<file path="src/pkg/nvclk_host_pkg.sv">
package nvclk_host_pkg;

	// Device side: byte array and clock window.
	localparam int          LOC_W           = 13;
	localparam int          DATA_W          = 8;
	localparam logic [12:0] CLOCK_BASE_LOC  = 13'h1ff8;
	localparam logic [12:0] CLOCK_TOP_LOC   = 13'h1fff;
	localparam logic [12:0] CLOCK_CTRL_LOC  = 13'h1ff8;

	// Own register map on the Avalon-MM side (word addresses).
	localparam logic [1:0] REG_CMD         = 2'h0;
	localparam logic [1:0] REG_WDATA       = 2'h1;
	localparam logic [1:0] REG_STATUS      = 2'h2;
	localparam logic [1:0] REG_RDATA       = 2'h3;
	localparam int         CMD_LOC_LSB     = 0;
	localparam int         CMD_WRITE_BIT   = 16;
	localparam int         CMD_GO_BIT      = 31;
	localparam int         STAT_BUSY_BIT   = 0;
	localparam int         STAT_PROT_BIT   = 1;
	localparam int         STAT_BATT_BIT   = 2;
	localparam int         STAT_CLOCK_BIT  = 3;
	localparam int         STAT_REFUSE_BIT = 4;
	localparam logic [31:0] BAD_ADDR_DATA  = 32'hdeadbeef;

	// Pin timing in nanoseconds, and derived 4 ns cycle counts.
	localparam int CLK_NS       = 4;
	localparam int T_READ_NS    = 70;
	localparam int T_WPULSE_NS  = 55;
	localparam int T_DSETUP_NS  = 30;
	localparam int T_DHOLD_NS   = 5;
	localparam int T_RECOV_NS   = 5;
	localparam int T_HIZ_NS     = 25;
	localparam int READ_CYC     = (T_READ_NS + CLK_NS - 1) / CLK_NS;
	localparam int WPULSE_CYC   = (T_WPULSE_NS + CLK_NS - 1) / CLK_NS;
	localparam int DSETUP_CYC   = (T_DSETUP_NS + CLK_NS - 1) / CLK_NS;
	localparam int DHOLD_CYC    = (T_DHOLD_NS + CLK_NS - 1) / CLK_NS;
	localparam int RECOV_CYC    = (T_RECOV_NS + CLK_NS - 1) / CLK_NS;
	localparam int HIZ_CYC      = (T_HIZ_NS + CLK_NS - 1) / CLK_NS;
	localparam int CNT_W        = 6;

	typedef enum logic [2:0] {
		ST_IDLE,
		ST_READ,
		ST_WRITE_DRIVE,
		ST_WRITE_PULSE,
		ST_HOLD,
		ST_RECOVER
	} host_state_t;

endpackage

</file>
<file path="src/hw/nvclk_host.sv">
`timescale 1ns/1ns
// Operation
// - Clock bytes use the very same bus cycles as any location.
// - Host holds location lines stable through every write cycle.
// - Host returns a select or strobe inactive for recovery between cycles.
// - Host sets write data before write end and holds it afterward.
// - Host keeps read drive enable high during write cycles.
module nvclk_host
	import nvclk_host_pkg::*;
(
	input  wire logic        clk_sys,
	input  wire logic        rst,
	input  wire logic [1:0]  avs_address,
	input  wire logic        avs_read,
	input  wire logic        avs_write,
	input  wire logic [31:0] avs_writedata,
	output logic      [31:0] avs_readdata,
	output logic             avs_waitrequest,
	output logic [12:0]      location_lines,
	output logic             select_n_a,
	output logic             select_b,
	output logic             read_drive_n,
	output logic             store_n,
	input  wire logic [7:0]  byte_pins_in,
	output logic      [7:0]  byte_pins_out,
	output logic             byte_pins_oe,
	input  wire logic        supply_good,
	input  wire logic        below_backup
);

	host_state_t       state_r;
	logic [CNT_W-1:0]  cnt_r;
	logic [12:0]       loc_r;
	logic              is_write_r;
	logic [7:0]        wdata_r;
	logic [7:0]        rdata_r;
	logic              refused_r;
	logic              ack_r;
	logic [1:0]        pwr_sync;
	logic              go_cmd;

	// Supply levels arrive from outside the clock domain.
	pin_sync2 #(.WIDTH(2)) u_pwr_sync (
		.clk_sys  (clk_sys),
		.rst      (rst),
		.async_in ({below_backup, supply_good}),
		.sync_out (pwr_sync)
	);

	// Clock window test, used by status and by the clock-write cover.
	function automatic logic in_clock_window(input logic [12:0] loc);
		return loc >= CLOCK_BASE_LOC && loc <= CLOCK_TOP_LOC;
	endfunction

	assign go_cmd = avs_write && avs_address == REG_CMD && state_r == ST_IDLE
		&& !ack_r && avs_writedata[CMD_GO_BIT];

	// Sequencer; clock bytes take the same path as any location.
	always_ff @(posedge clk_sys) begin
		if (rst) begin
			state_r <= ST_IDLE;
			cnt_r   <= '0;
		end else begin
			unique case (state_r)
				ST_IDLE: begin
					if (go_cmd && pwr_sync[0]) begin
						state_r <= avs_writedata[CMD_WRITE_BIT] ? ST_WRITE_DRIVE : ST_READ;
						cnt_r   <= avs_writedata[CMD_WRITE_BIT]
							? CNT_W'(HIZ_CYC) : CNT_W'(READ_CYC);
					end
				end
				ST_READ, ST_WRITE_DRIVE, ST_WRITE_PULSE, ST_HOLD, ST_RECOVER: begin
					if (cnt_r > CNT_W'(1)) begin
						cnt_r <= cnt_r - CNT_W'(1);
					end else begin
						unique case (state_r)
							ST_READ: begin
								state_r <= ST_RECOVER;
								cnt_r   <= CNT_W'(RECOV_CYC);
							end
							ST_WRITE_DRIVE: begin
								state_r <= ST_WRITE_PULSE;
								cnt_r   <= CNT_W'(WPULSE_CYC > DSETUP_CYC
									? WPULSE_CYC : DSETUP_CYC);
							end
							ST_WRITE_PULSE: begin
								state_r <= ST_HOLD;
								cnt_r   <= CNT_W'(DHOLD_CYC);
							end
							ST_HOLD: begin
								state_r <= ST_RECOVER;
								cnt_r   <= CNT_W'(RECOV_CYC);
							end
							default: begin
								state_r <= ST_IDLE;
								cnt_r   <= '0;
							end
						endcase
					end
				end
				default: state_r <= ST_IDLE;
			endcase
		end
	end

	// Command capture; location held constant for the whole cycle.
	always_ff @(posedge clk_sys) begin
		if (rst) begin
			loc_r      <= '0;
			is_write_r <= 1'b0;
			wdata_r    <= '0;
			refused_r  <= 1'b0;
		end else begin
			if (avs_write && avs_address == REG_WDATA && state_r == ST_IDLE && !ack_r) begin
				wdata_r <= avs_writedata[7:0];
			end
			if (go_cmd) begin
				loc_r      <= avs_writedata[CMD_LOC_LSB +: LOC_W];
				is_write_r <= avs_writedata[CMD_WRITE_BIT];
				refused_r  <= !pwr_sync[0];
			end
		end
	end

	// Pin drive: read enable stays high in writes, data driven only in writes.
	always_ff @(posedge clk_sys) begin
		if (rst) begin
			location_lines <= '0;
			select_n_a     <= 1'b1;
			select_b       <= 1'b0;
			read_drive_n   <= 1'b1;
			store_n        <= 1'b1;
			byte_pins_out  <= '0;
			byte_pins_oe   <= 1'b0;
		end else begin
			location_lines <= loc_r;
			select_n_a     <= !(state_r inside {ST_READ, ST_WRITE_DRIVE, ST_WRITE_PULSE});
			select_b       <= state_r inside {ST_READ, ST_WRITE_DRIVE, ST_WRITE_PULSE};
			read_drive_n   <= state_r != ST_READ;
			store_n        <= state_r != ST_WRITE_PULSE;
			byte_pins_out  <= wdata_r;
			byte_pins_oe   <= state_r inside {ST_WRITE_PULSE, ST_HOLD};
		end
	end

	// Read data is taken at the edge that ends the select window. The pins turn active one
	// cycle after the state does, so sampling in the last read cycle would fall one cycle
	// short of the access time; the first recovery cycle still sees the pins active.
	always_ff @(posedge clk_sys) begin
		if (rst) begin
			rdata_r <= '0;
		end else if (state_r == ST_RECOVER && cnt_r == CNT_W'(RECOV_CYC) && !is_write_r) begin
			rdata_r <= byte_pins_in;
		end
	end

	// Avalon slave: one wait cycle, then acknowledge; busy is refused.
	always_ff @(posedge clk_sys) begin
		if (rst) begin
			ack_r           <= 1'b0;
			avs_waitrequest <= 1'b1;
			avs_readdata    <= '0;
		end else begin
			ack_r           <= (avs_read || avs_write) && !ack_r;
			avs_waitrequest <= !((avs_read || avs_write) && !ack_r);
			if (avs_read && !ack_r) begin
				unique case (avs_address)
					REG_CMD:    avs_readdata <= {19'h0, loc_r};
					REG_WDATA:  avs_readdata <= {24'h0, wdata_r};
					REG_STATUS: avs_readdata <= {27'h0, refused_r,
						in_clock_window(loc_r), pwr_sync[1], !pwr_sync[0],
						state_r != ST_IDLE};
					REG_RDATA:  avs_readdata <= {24'h0, rdata_r};
					default:    avs_readdata <= BAD_ADDR_DATA;
				endcase
			end
		end
	end

	// Assertions.
	property p_read_pins;
		@(posedge clk_sys) disable iff (rst)
		!read_drive_n |-> (!select_n_a && select_b && store_n && !byte_pins_oe);
	endproperty
	a_read_pins: assert property (p_read_pins) else $error("read drive outside read");

	property p_loc_stable;
		@(posedge clk_sys) disable iff (rst)
		!store_n |-> $stable(location_lines);
	endproperty
	a_loc_stable: assert property (p_loc_stable) else $error("location moved in write");

	property p_data_hold;
		@(posedge clk_sys) disable iff (rst)
		$rose(store_n) |-> byte_pins_oe && $stable(byte_pins_out);
	endproperty
	a_data_hold: assert property (p_data_hold) else $error("write data not held");

	property p_pulse_len;
		@(posedge clk_sys) disable iff (rst)
		$fell(store_n) |-> !store_n [*8];
	endproperty
	a_pulse_len: assert property (p_pulse_len) else $error("write pulse too short");

	property p_recover;
		@(posedge clk_sys) disable iff (rst)
		$rose(select_n_a) |-> select_n_a [*2];
	endproperty
	a_recover: assert property (p_recover) else $error("recovery too short");

	property p_no_cycle_unpowered;
		@(posedge clk_sys) disable iff (rst)
		(state_r == ST_IDLE && !pwr_sync[0]) |=> state_r == ST_IDLE;
	endproperty
	a_no_cycle_unpowered: assert property (p_no_cycle_unpowered) else $error("cycle w/o supply");

	property p_read_len;
		@(posedge clk_sys) disable iff (rst)
		$fell(read_drive_n) |-> !read_drive_n [*8];
	endproperty
	a_read_len: assert property (p_read_len) else $error("read window short");

	property p_wait_one;
		@(posedge clk_sys) disable iff (rst)
		(avs_read || avs_write) && avs_waitrequest |-> ##[1:2] !avs_waitrequest;
	endproperty
	a_wait_one: assert property (p_wait_one) else $error("slave did not answer");

	c_read:  cover property (@(posedge clk_sys) disable iff (rst) $rose(read_drive_n));
	c_write: cover property (@(posedge clk_sys) disable iff (rst) $rose(store_n));
	c_clock: cover property (@(posedge clk_sys) disable iff (rst)
		$rose(store_n) && in_clock_window(location_lines));

endmodule

</file>
<file path="src/hw/pin_sync2.sv">
`timescale 1ns/1ns
// Two-stage synchroniser for a bus of asynchronous pin levels.
module pin_sync2 #(
	parameter int WIDTH = 1
) (
	input  wire logic             clk_sys,
	input  wire logic             rst,
	input  wire logic [WIDTH-1:0] async_in,
	output logic      [WIDTH-1:0] sync_out
);

	logic [WIDTH-1:0] meta_r;

	// The first stage feeds the second stage only.
	always_ff @(posedge clk_sys) begin
		if (rst) begin
			meta_r   <= '0;
			sync_out <= '0;
		end else begin
			meta_r   <= async_in;
			sync_out <= meta_r;
		end
	end

endmodule

</file>
<file path="config.mk">
export PLATFORM = sky130hd
export DESIGN_NAME = nvclk_host
export DESIGN_NICKNAME = d
export VERILOG_FILES = /design/src/pkg/nvclk_host_pkg.sv /design/src/hw/nvclk_host.sv /design/src/hw/pin_sync2.sv
export SDC_FILE = /design/constraint.sdc
export NUM_CORES = 1
export LEC_CHECK = 0
export BUFFER_PORTS_ARGS = -buffer_cell sky130_fd_sc_hd__buf_2
export CAP_MARGIN = 10
export CORE_MARGIN = 3
export CORE_UTILIZATION = 51
export CTS_CLUSTER_DIAMETER = 150
export CTS_CLUSTER_SIZE = 8
export DETAILED_ROUTE_END_ITERATION = 12
export GPL_ROUTABILITY_DRIVEN = 0
export PLACE_DENSITY = 0.79
export SLEW_MARGIN = 20
export SYNTH_ARGS = -nofsm -noshare
export SYNTH_HDL_FRONTEND = slang
export SYNTH_SLANG_ARGS = --single-unit
</file>
<file path="constraint.sdc">
create_clock -name clk_sys -period 1.9 [get_ports clk_sys]
set_input_delay 0.38 -clock clk_sys [delete_from_list [all_inputs] [get_ports clk_sys]]
set_output_delay 0.38 -clock clk_sys [all_outputs]
set_load 0.1 [all_outputs]
</file>
==> metrics.csv, run 1 <==
stage,metric,value,unit
die,DIE HEIGHT,89.2,um
timing,"Worst Setup Slack, final",148,ps
min_path,HP Class,in2reg,
setup_path,crit-path leading delay family,simple AND/OR/NAND/NOR gates,
flow_run,Max-Cap Viols,0,
placement,pre-CTS setup slack,138,ps
clock_tree,Max H-tree Level,3,
global_routing,largest net degree at the start of global routing,35,
power,Total Power,5.64,mW
finish,# nets final,482,
die,Initial Util,54.1,%
power,Leak Pwr,2.01,nW
yosys,syn_area_per_cell,9.95,um^2
yosys,YS warnings,0,
global_routing,number of global-route vias before repair,2424,
timing,Final Hold Fails,0,
die,I/O pin count,107,
routing,DRT Pass-1 Iters,4,
clock_tree,CTS tree,done,
timing,max-slew violations,0,
timing,fin crit period,1750,ps
yosys,Most used DFF post-synth,dfxtp_1,
clock_tree,CTS clock-pin slew for the worst setup and hold paths,90,ps
timing,period utilisation layout,92.2,%
routing,Post-Route WL,7280,um
finish,share of cells above drive strength 1,28.9,%
placement,hpwl dp,5270,um
routing,vias per std cell,5.18,
setup_path,"slowest stage cell, crit path",or3b_2,
power,VDD IR-drop max,0.590,mV
yosys,cell taking the most area after synthesis,dfxtp_1,
timing,RSZ-0062 raised after global routing,false,
yosys,synthesized instance count,355,
yosys,Yosys reg bits,85,
global_routing,total congestion overflow,0,
timing,Tightest Pin Transition,676,ps
finish,area grow syn2layout,18.1,%
routing,post-detailed-route wirelength per cell,14.2,um
global_routing,total track usage,18.9,%
power,PD cells,1350,nW/um^2
timing,slew margin rel.,54.9,%
finish,fin util,63.9,%
global_routing,initial antenna violation count,0,
global_routing,first-pass GRT wire length,11600,um
timing,Final Hold Slack,234,ps
yosys,Post-Syn Area,3530,um^2
yosys,asr flop ratio synth,0,%
setup_path,Worst EP required,2150,ps
clock_tree,clk_lat worst skew,350,ps
routing,DRC violations left,0,
yosys,sequential-to-total area share from yosys stat,48.2,%
routing,initial DRC count,130,
timing,Final TNS setup,0,ps
finish,fill cell count,553,
routing,DR vias,2657,
clock_tree,Inserted Clock Buffers,9,
clock_tree,clock sink total,85,
setup_path,class of the most critical setup path,reg2reg,
setup_path,CP bufs+invs,1,
clock_tree,Clock Path Buffers,2,
outcome,status,completed,
die,core area,6530,um^2
setup_path,type of origin of the critical path,register,
die,DIE AREA,7960,um^2
placement,number of port buffers,70,
timing,Fmax,0.571,GHz
yosys,Synth area leaders,"dfxtp_1 (48%), mux2i_1 (10%), nor2b_1 (5.3%)",
routing,final antenna-violating net count,0,
setup_path,Arrival @ worst endpoint,2000,ps
clock_tree,root buffer cell,clkbuf_8,
setup_path,Crit. End Element,register,
timing,final setup vio count,0,
die,Die X,89.2,um
setup_path,CP peak stage delay,450,ps
yosys,Synth top area share,48.2,%
setup_path,cell breakdown of the critical path,"inv_1, ha_1, or3b_2, a2bb2oi_1, mux2i_1, a31o_2",
setup_path,CP Max Fanout,6,
yosys,"EDFF count, synth",0,
finish,n_diodes,0,
die,Row Count,29,
yosys,library cells used by synthesis,54,
timing,Layout Skew,9.03,ps
clock_tree,CTS Hold Buffers Added,0,
final timing paths:
kind	from	end	slack [ps]	cells after the start
worst max-delay path	cnt_r[1]	cnt_r[4]	150	6
worst min-delay path	below_backup	u_pwr_sync.meta_r[1]	230	2
worst max register to register	cnt_r[1]	cnt_r[4]	150	6
worst min register to register	u_pwr_sync.meta_r[0]	u_pwr_sync.sync_out[0]	450	1
power by group:
part	internal [mW]	total [mW]	switching (mW)
clock	0.755	1.42	0.667
sequential	1.93	2.06	0.126
combinational	0.777	2.17	1.39
cells in the final DEF (no fill, tap or decap), types with 3 or more instances in the layout:
cell type / n
dfxtp_1: 85
buf_2: 70
nor2_1: 45
mux2i_1: 36
nor2b_1: 30
conb_1: 19
buf_4: 17
nand2_1: 12
inv_1: 10
nand3_1: 10
clkbuf_8: 9
nor3_1: 8
a21oi_1: 8
o21ai_0: 6
o211ai_1: 5
a22oi_1: 5
mux4_2: 4
o21ai_1: 3
or2_2: 3
ha_1: 3
Yosys cell counts (2+ instances only):
cell       instances
mux2i_1           36
a211oi_1           2
or2_2              3
dfxtp_1           85
mux4_2             4
a22oi_1            5
nor4b_1            2
o32ai_1            2
nor2_1            45
a21oi_1            8
xor2_1             2
nand2b_1           2
nor2b_1           30
ha_1               3
clkbuf_1          11
a2bb2oi_1          2
or3_1              2
o211ai_1           5
nor3_1             8
buf_4             19
o21ai_0            6
inv_1             10
nand3_1           10
buf_2             10
o21ai_1            3
nand2_1           12
layer usage:
metal  vias to the layer above  wire (um)  track usage, %
met5                         -          0               0
li1                       1327          -               -
met4                         0        110            6.50
met2                        76       3340            28.6
met1                      1243       3400            26.0
met3                        11        424            5.62
flip-flops by register name, summed over array words and instances (netlist names), 2 cells and up:
name,count
u_pwr_sync.meta_r,2
loc_r,13
location_lines,13
wdata_r,8
byte_pins_out,8
cnt_r,6
avs_readdata,13
u_pwr_sync.sync_out,2
rdata_r,8
state_r,3
area by class of cell:
cell class                 count  area [um^2]  share of cell area (%)
clock buffer                  10          128                    3.06
clock inverter                 6         95.1                    2.28
inverter                      10         37.5                   0.900
multi-input combinational    237         1620                    38.7
sequential                    85         1700                    40.8
tap                           77         96.3                    2.31
timing repair buffer          88          498                    11.9
logic make-up after synthesis:
| family | share of synthesized area, % |
|---|---|
| multiplexers | 13.1 |
| buffers and inverters | 8.01 |
| AND/OR/NAND/NOR | 19.5 |
| other | 0.106 |
| AO/OA/AOI/OAI | 9.35 |
| flip-flops | 48.2 |
| adder cells (fa/ha/maj) | 1.06 |
| XOR/XNOR | 0.744 |
per-stage QoR:
step	area [um^2]	std cells
final	4170	513
after global routing	4170	513
after CTS	4170	513
after detailed placement	3950	497
after global placement	3950	497
after floorplan	3600	373
repair_timing:
action | CTS | global route
setup buffers | 0 | 0
resized for setup | 0 | 1
setup endpoints to repair | 0 | 2
(Power assumes the default switching activity.)
==> inputs of run 2 (changes only) <==
GPL_TIMING_DRIVEN = 0   (was not set)
SKIP_LAST_GASP = 1   (was not set)
==> metrics.csv, run 2 (synthesis gave the netlist of run 1 again) <==
stage,metric,value,unit
outcome,status,completed,
routing,vias per std cell,5.24,
routing,DR vias,2793,
clock_tree,clock sink total,85,
timing,final setup vio count,0,
routing,Post-Route WL,8120,um
finish,n_diodes,0,
routing,Metal-1 WL,3710,um
timing,slew margin rel.,60.1,%
die,Initial Util,54.1,%
timing,Final Hold Slack,223,ps
die,core area,6530,um^2
clock_tree,Clock Path Buffers,2,
routing,DRC violations left,0,
placement,hpwl dp,5820,um
power,Total Power,5.57,mW
setup_path,CP peak stage delay,440,ps
power,Seq pwr share,36.9,%
finish,"commonest non-fill, non-tap cell in the layout",dfxtp_1,
die,Die X,89.2,um
placement,number of port buffers,67,
routing,length of routed met2 wiring,3740,um
setup_path,Crit. End Element,register,
setup_path,type of origin of the critical path,register,
die,I/O pin count,107,
power,VDD IR-drop max,0.625,mV
setup_path,crit-path leading delay family,compound AO/OA/AOI/OAI gates,
die,DIE HEIGHT,89.2,um
timing,fin crit period,1820,ps
power,PD cells,1310,nW/um^2
finish,# nets final,502,
clock_tree,root buffer cell,clkbuf_8,
setup_path,cell breakdown of the critical path,"inv_1, ha_1, or2_2, a21oi_1, o21ai_0, a221oi_2",
routing,initial DRC count,189,
finish,biggest regs,"avs_readdata: 13 flops, loc_r: 13 flops, location_lines: 13 flops",
setup_path,r2r setup slk,80,ps
timing,Layout Skew,13.0,ps
setup_path,"slowest stage cell, crit path",dfxtp_1,
finish,most frequent cells in the layout,"dfxtp_1 (84), buf_2 (77), nor2_1 (44)",
power,Sw Share,40.8,%
power,Leak Pwr,2.06,nW
routing,uppermost layer routed,met4,
min_path,HP Class,in2reg,
min_path,WHS Endpoint,u_pwr_sync.meta_r[1],
global_routing,largest net degree at the start of global routing,17,
min_path,WHS Path Cells,2,
power,net switching power,2.27,mW
global_routing,total congestion overflow,0,
clock_tree,Max H-tree Level,3,
timing,max-slew violations,0,
setup_path,CP bufs+invs,1,
die,DIE AREA,7960,um^2
routing,post-detailed-route wirelength per cell,15.2,um
finish,share of cells above drive strength 1,30.3,%
routing,final antenna-violating net count,0,
flow_run,Max-Cap Viols,0,
clock_tree,CTS tree,done,
timing,Final Hold Fails,0,
power,Comb power frac,39.4,%
global_routing,first-pass GRT wire length,12400,um
power,internal power,3.30,mW
global_routing,number of global-route vias before repair,2521,
setup_path,RR Startpoint,cnt_r[1],
clock_tree,clk_lat worst skew,370,ps
setup_path,Register-to-Register Path Depth,6,
power,clock power share,23.7,%
clock_tree,CTS Hold Buffers Added,0,
finish,area grow syn2layout,20.4,%
timing,Tightest Pin Transition,598,ps
global_routing,total track usage,20.7,%
timing,period utilisation layout,95.9,%
setup_path,class of the most critical setup path,reg2reg,
die,Row Count,29,
min_path,Hold Crit Start,below_backup,
global_routing,initial antenna violation count,0,
routing,DRT Pass-1 Iters,4,
setup_path,Arrival @ worst endpoint,2110,ps
routing,DR WL met3,482,um
setup_path,Worst EP required,2190,ps
setup_path,CP Max Fanout,6,
clock_tree,postcts setup bufs,0,
clock_tree,Inserted Clock Buffers,9,
setup_path,FF-to-FF End,cnt_r[3],
timing,Fmax,0.549,GHz
clock_tree,CTS clock-pin slew for the worst setup and hold paths,90,ps
## run 2: changes by cell type in the layout (fill, tap and decap cells not counted), sizes merged
| cell | previous run | this run |
|---|---|---|
| buf | 88 | 97 |
| bufinv | 2 | 1 |
| clkbuf | 10 | 20 |
| clkinv | 0 | 2 |
| clkinvlp | 2 | 1 |
| inv | 12 | 13 |
## run 2: layout make-up
class / instances / area [um^2]
Tap cell: 77 / 96.3
Clock buffer: 9 / 124
Buffer: 41 / 245
Clock inverter: 7 / 80.1
Timing Repair Buffer: 67 / 335
Fill cell: 537 / 2280
Inverter: 10 / 37.5
Sequential cell: 85 / 1700
Multi-Input combinational cell: 237 / 1630
## run 2: worst max-delay path by stage
stage	startpoint	cells after the start	to
after floorplan	cnt_r[0]	5	cnt_r[5]
after global placement	cnt_r[0]	5	cnt_r[5]
after detailed placement	cnt_r[0]	5	cnt_r[5]
after CTS	cnt_r[0]	6	cnt_r[4]
after global routing	cnt_r[1]	6	cnt_r[3]
final	cnt_r[1]	6	cnt_r[3]
## run 2: through the flow
step | worst slack, ps | util, % | TNS, ps | instances | cell area [um^2]
global placement | -4.90 | 61.7 | -4.90 | 517 | 4030
CTS | 69.4 | 64.9 | 0 | 533 | 4240
finish | 77.3 | 65.1 | 0 | 533 | 4250
floorplan | 220 | - | 0 | 373 | 3600
global route | -11.6 | 65.1 | -11.6 | 533 | 4250
detailed placement | -50.2 | 61.7 | -97.4 | 517 | 4030
## run 2: what timing repair did
item	4_1_cts	5_1_grt
resized for setup	1	3
setup endpoints to repair	4	10
hold endpoints to repair	0	0
pin swaps	0	0
## run 2: metal layers
metal	track usage, %	vias to the layer above
li1	-	1370
met1	27.9	1300
met2	31.8	105
met3	4.70	18
met4	9.34	0
met5	0	-
## run 2: power by group through the flow
| stage | Sequential (mW) | Clock, mW | Combinational (mW) |
|---|---|---|---|
| 6_report | 2.06 | 1.32 | 2.20 |
| 5_1_grt | 2.08 | 1.40 | 2.33 |
| 2_1_floorplan | 2.41 | 0 | 1.45 |
| 3_3_place_gp | 2.09 | 0 | 2.08 |
| 3_5_place_dp | 2.10 | 0 | 2.12 |
| 4_1_cts | 2.05 | 1.34 | 2.14 |
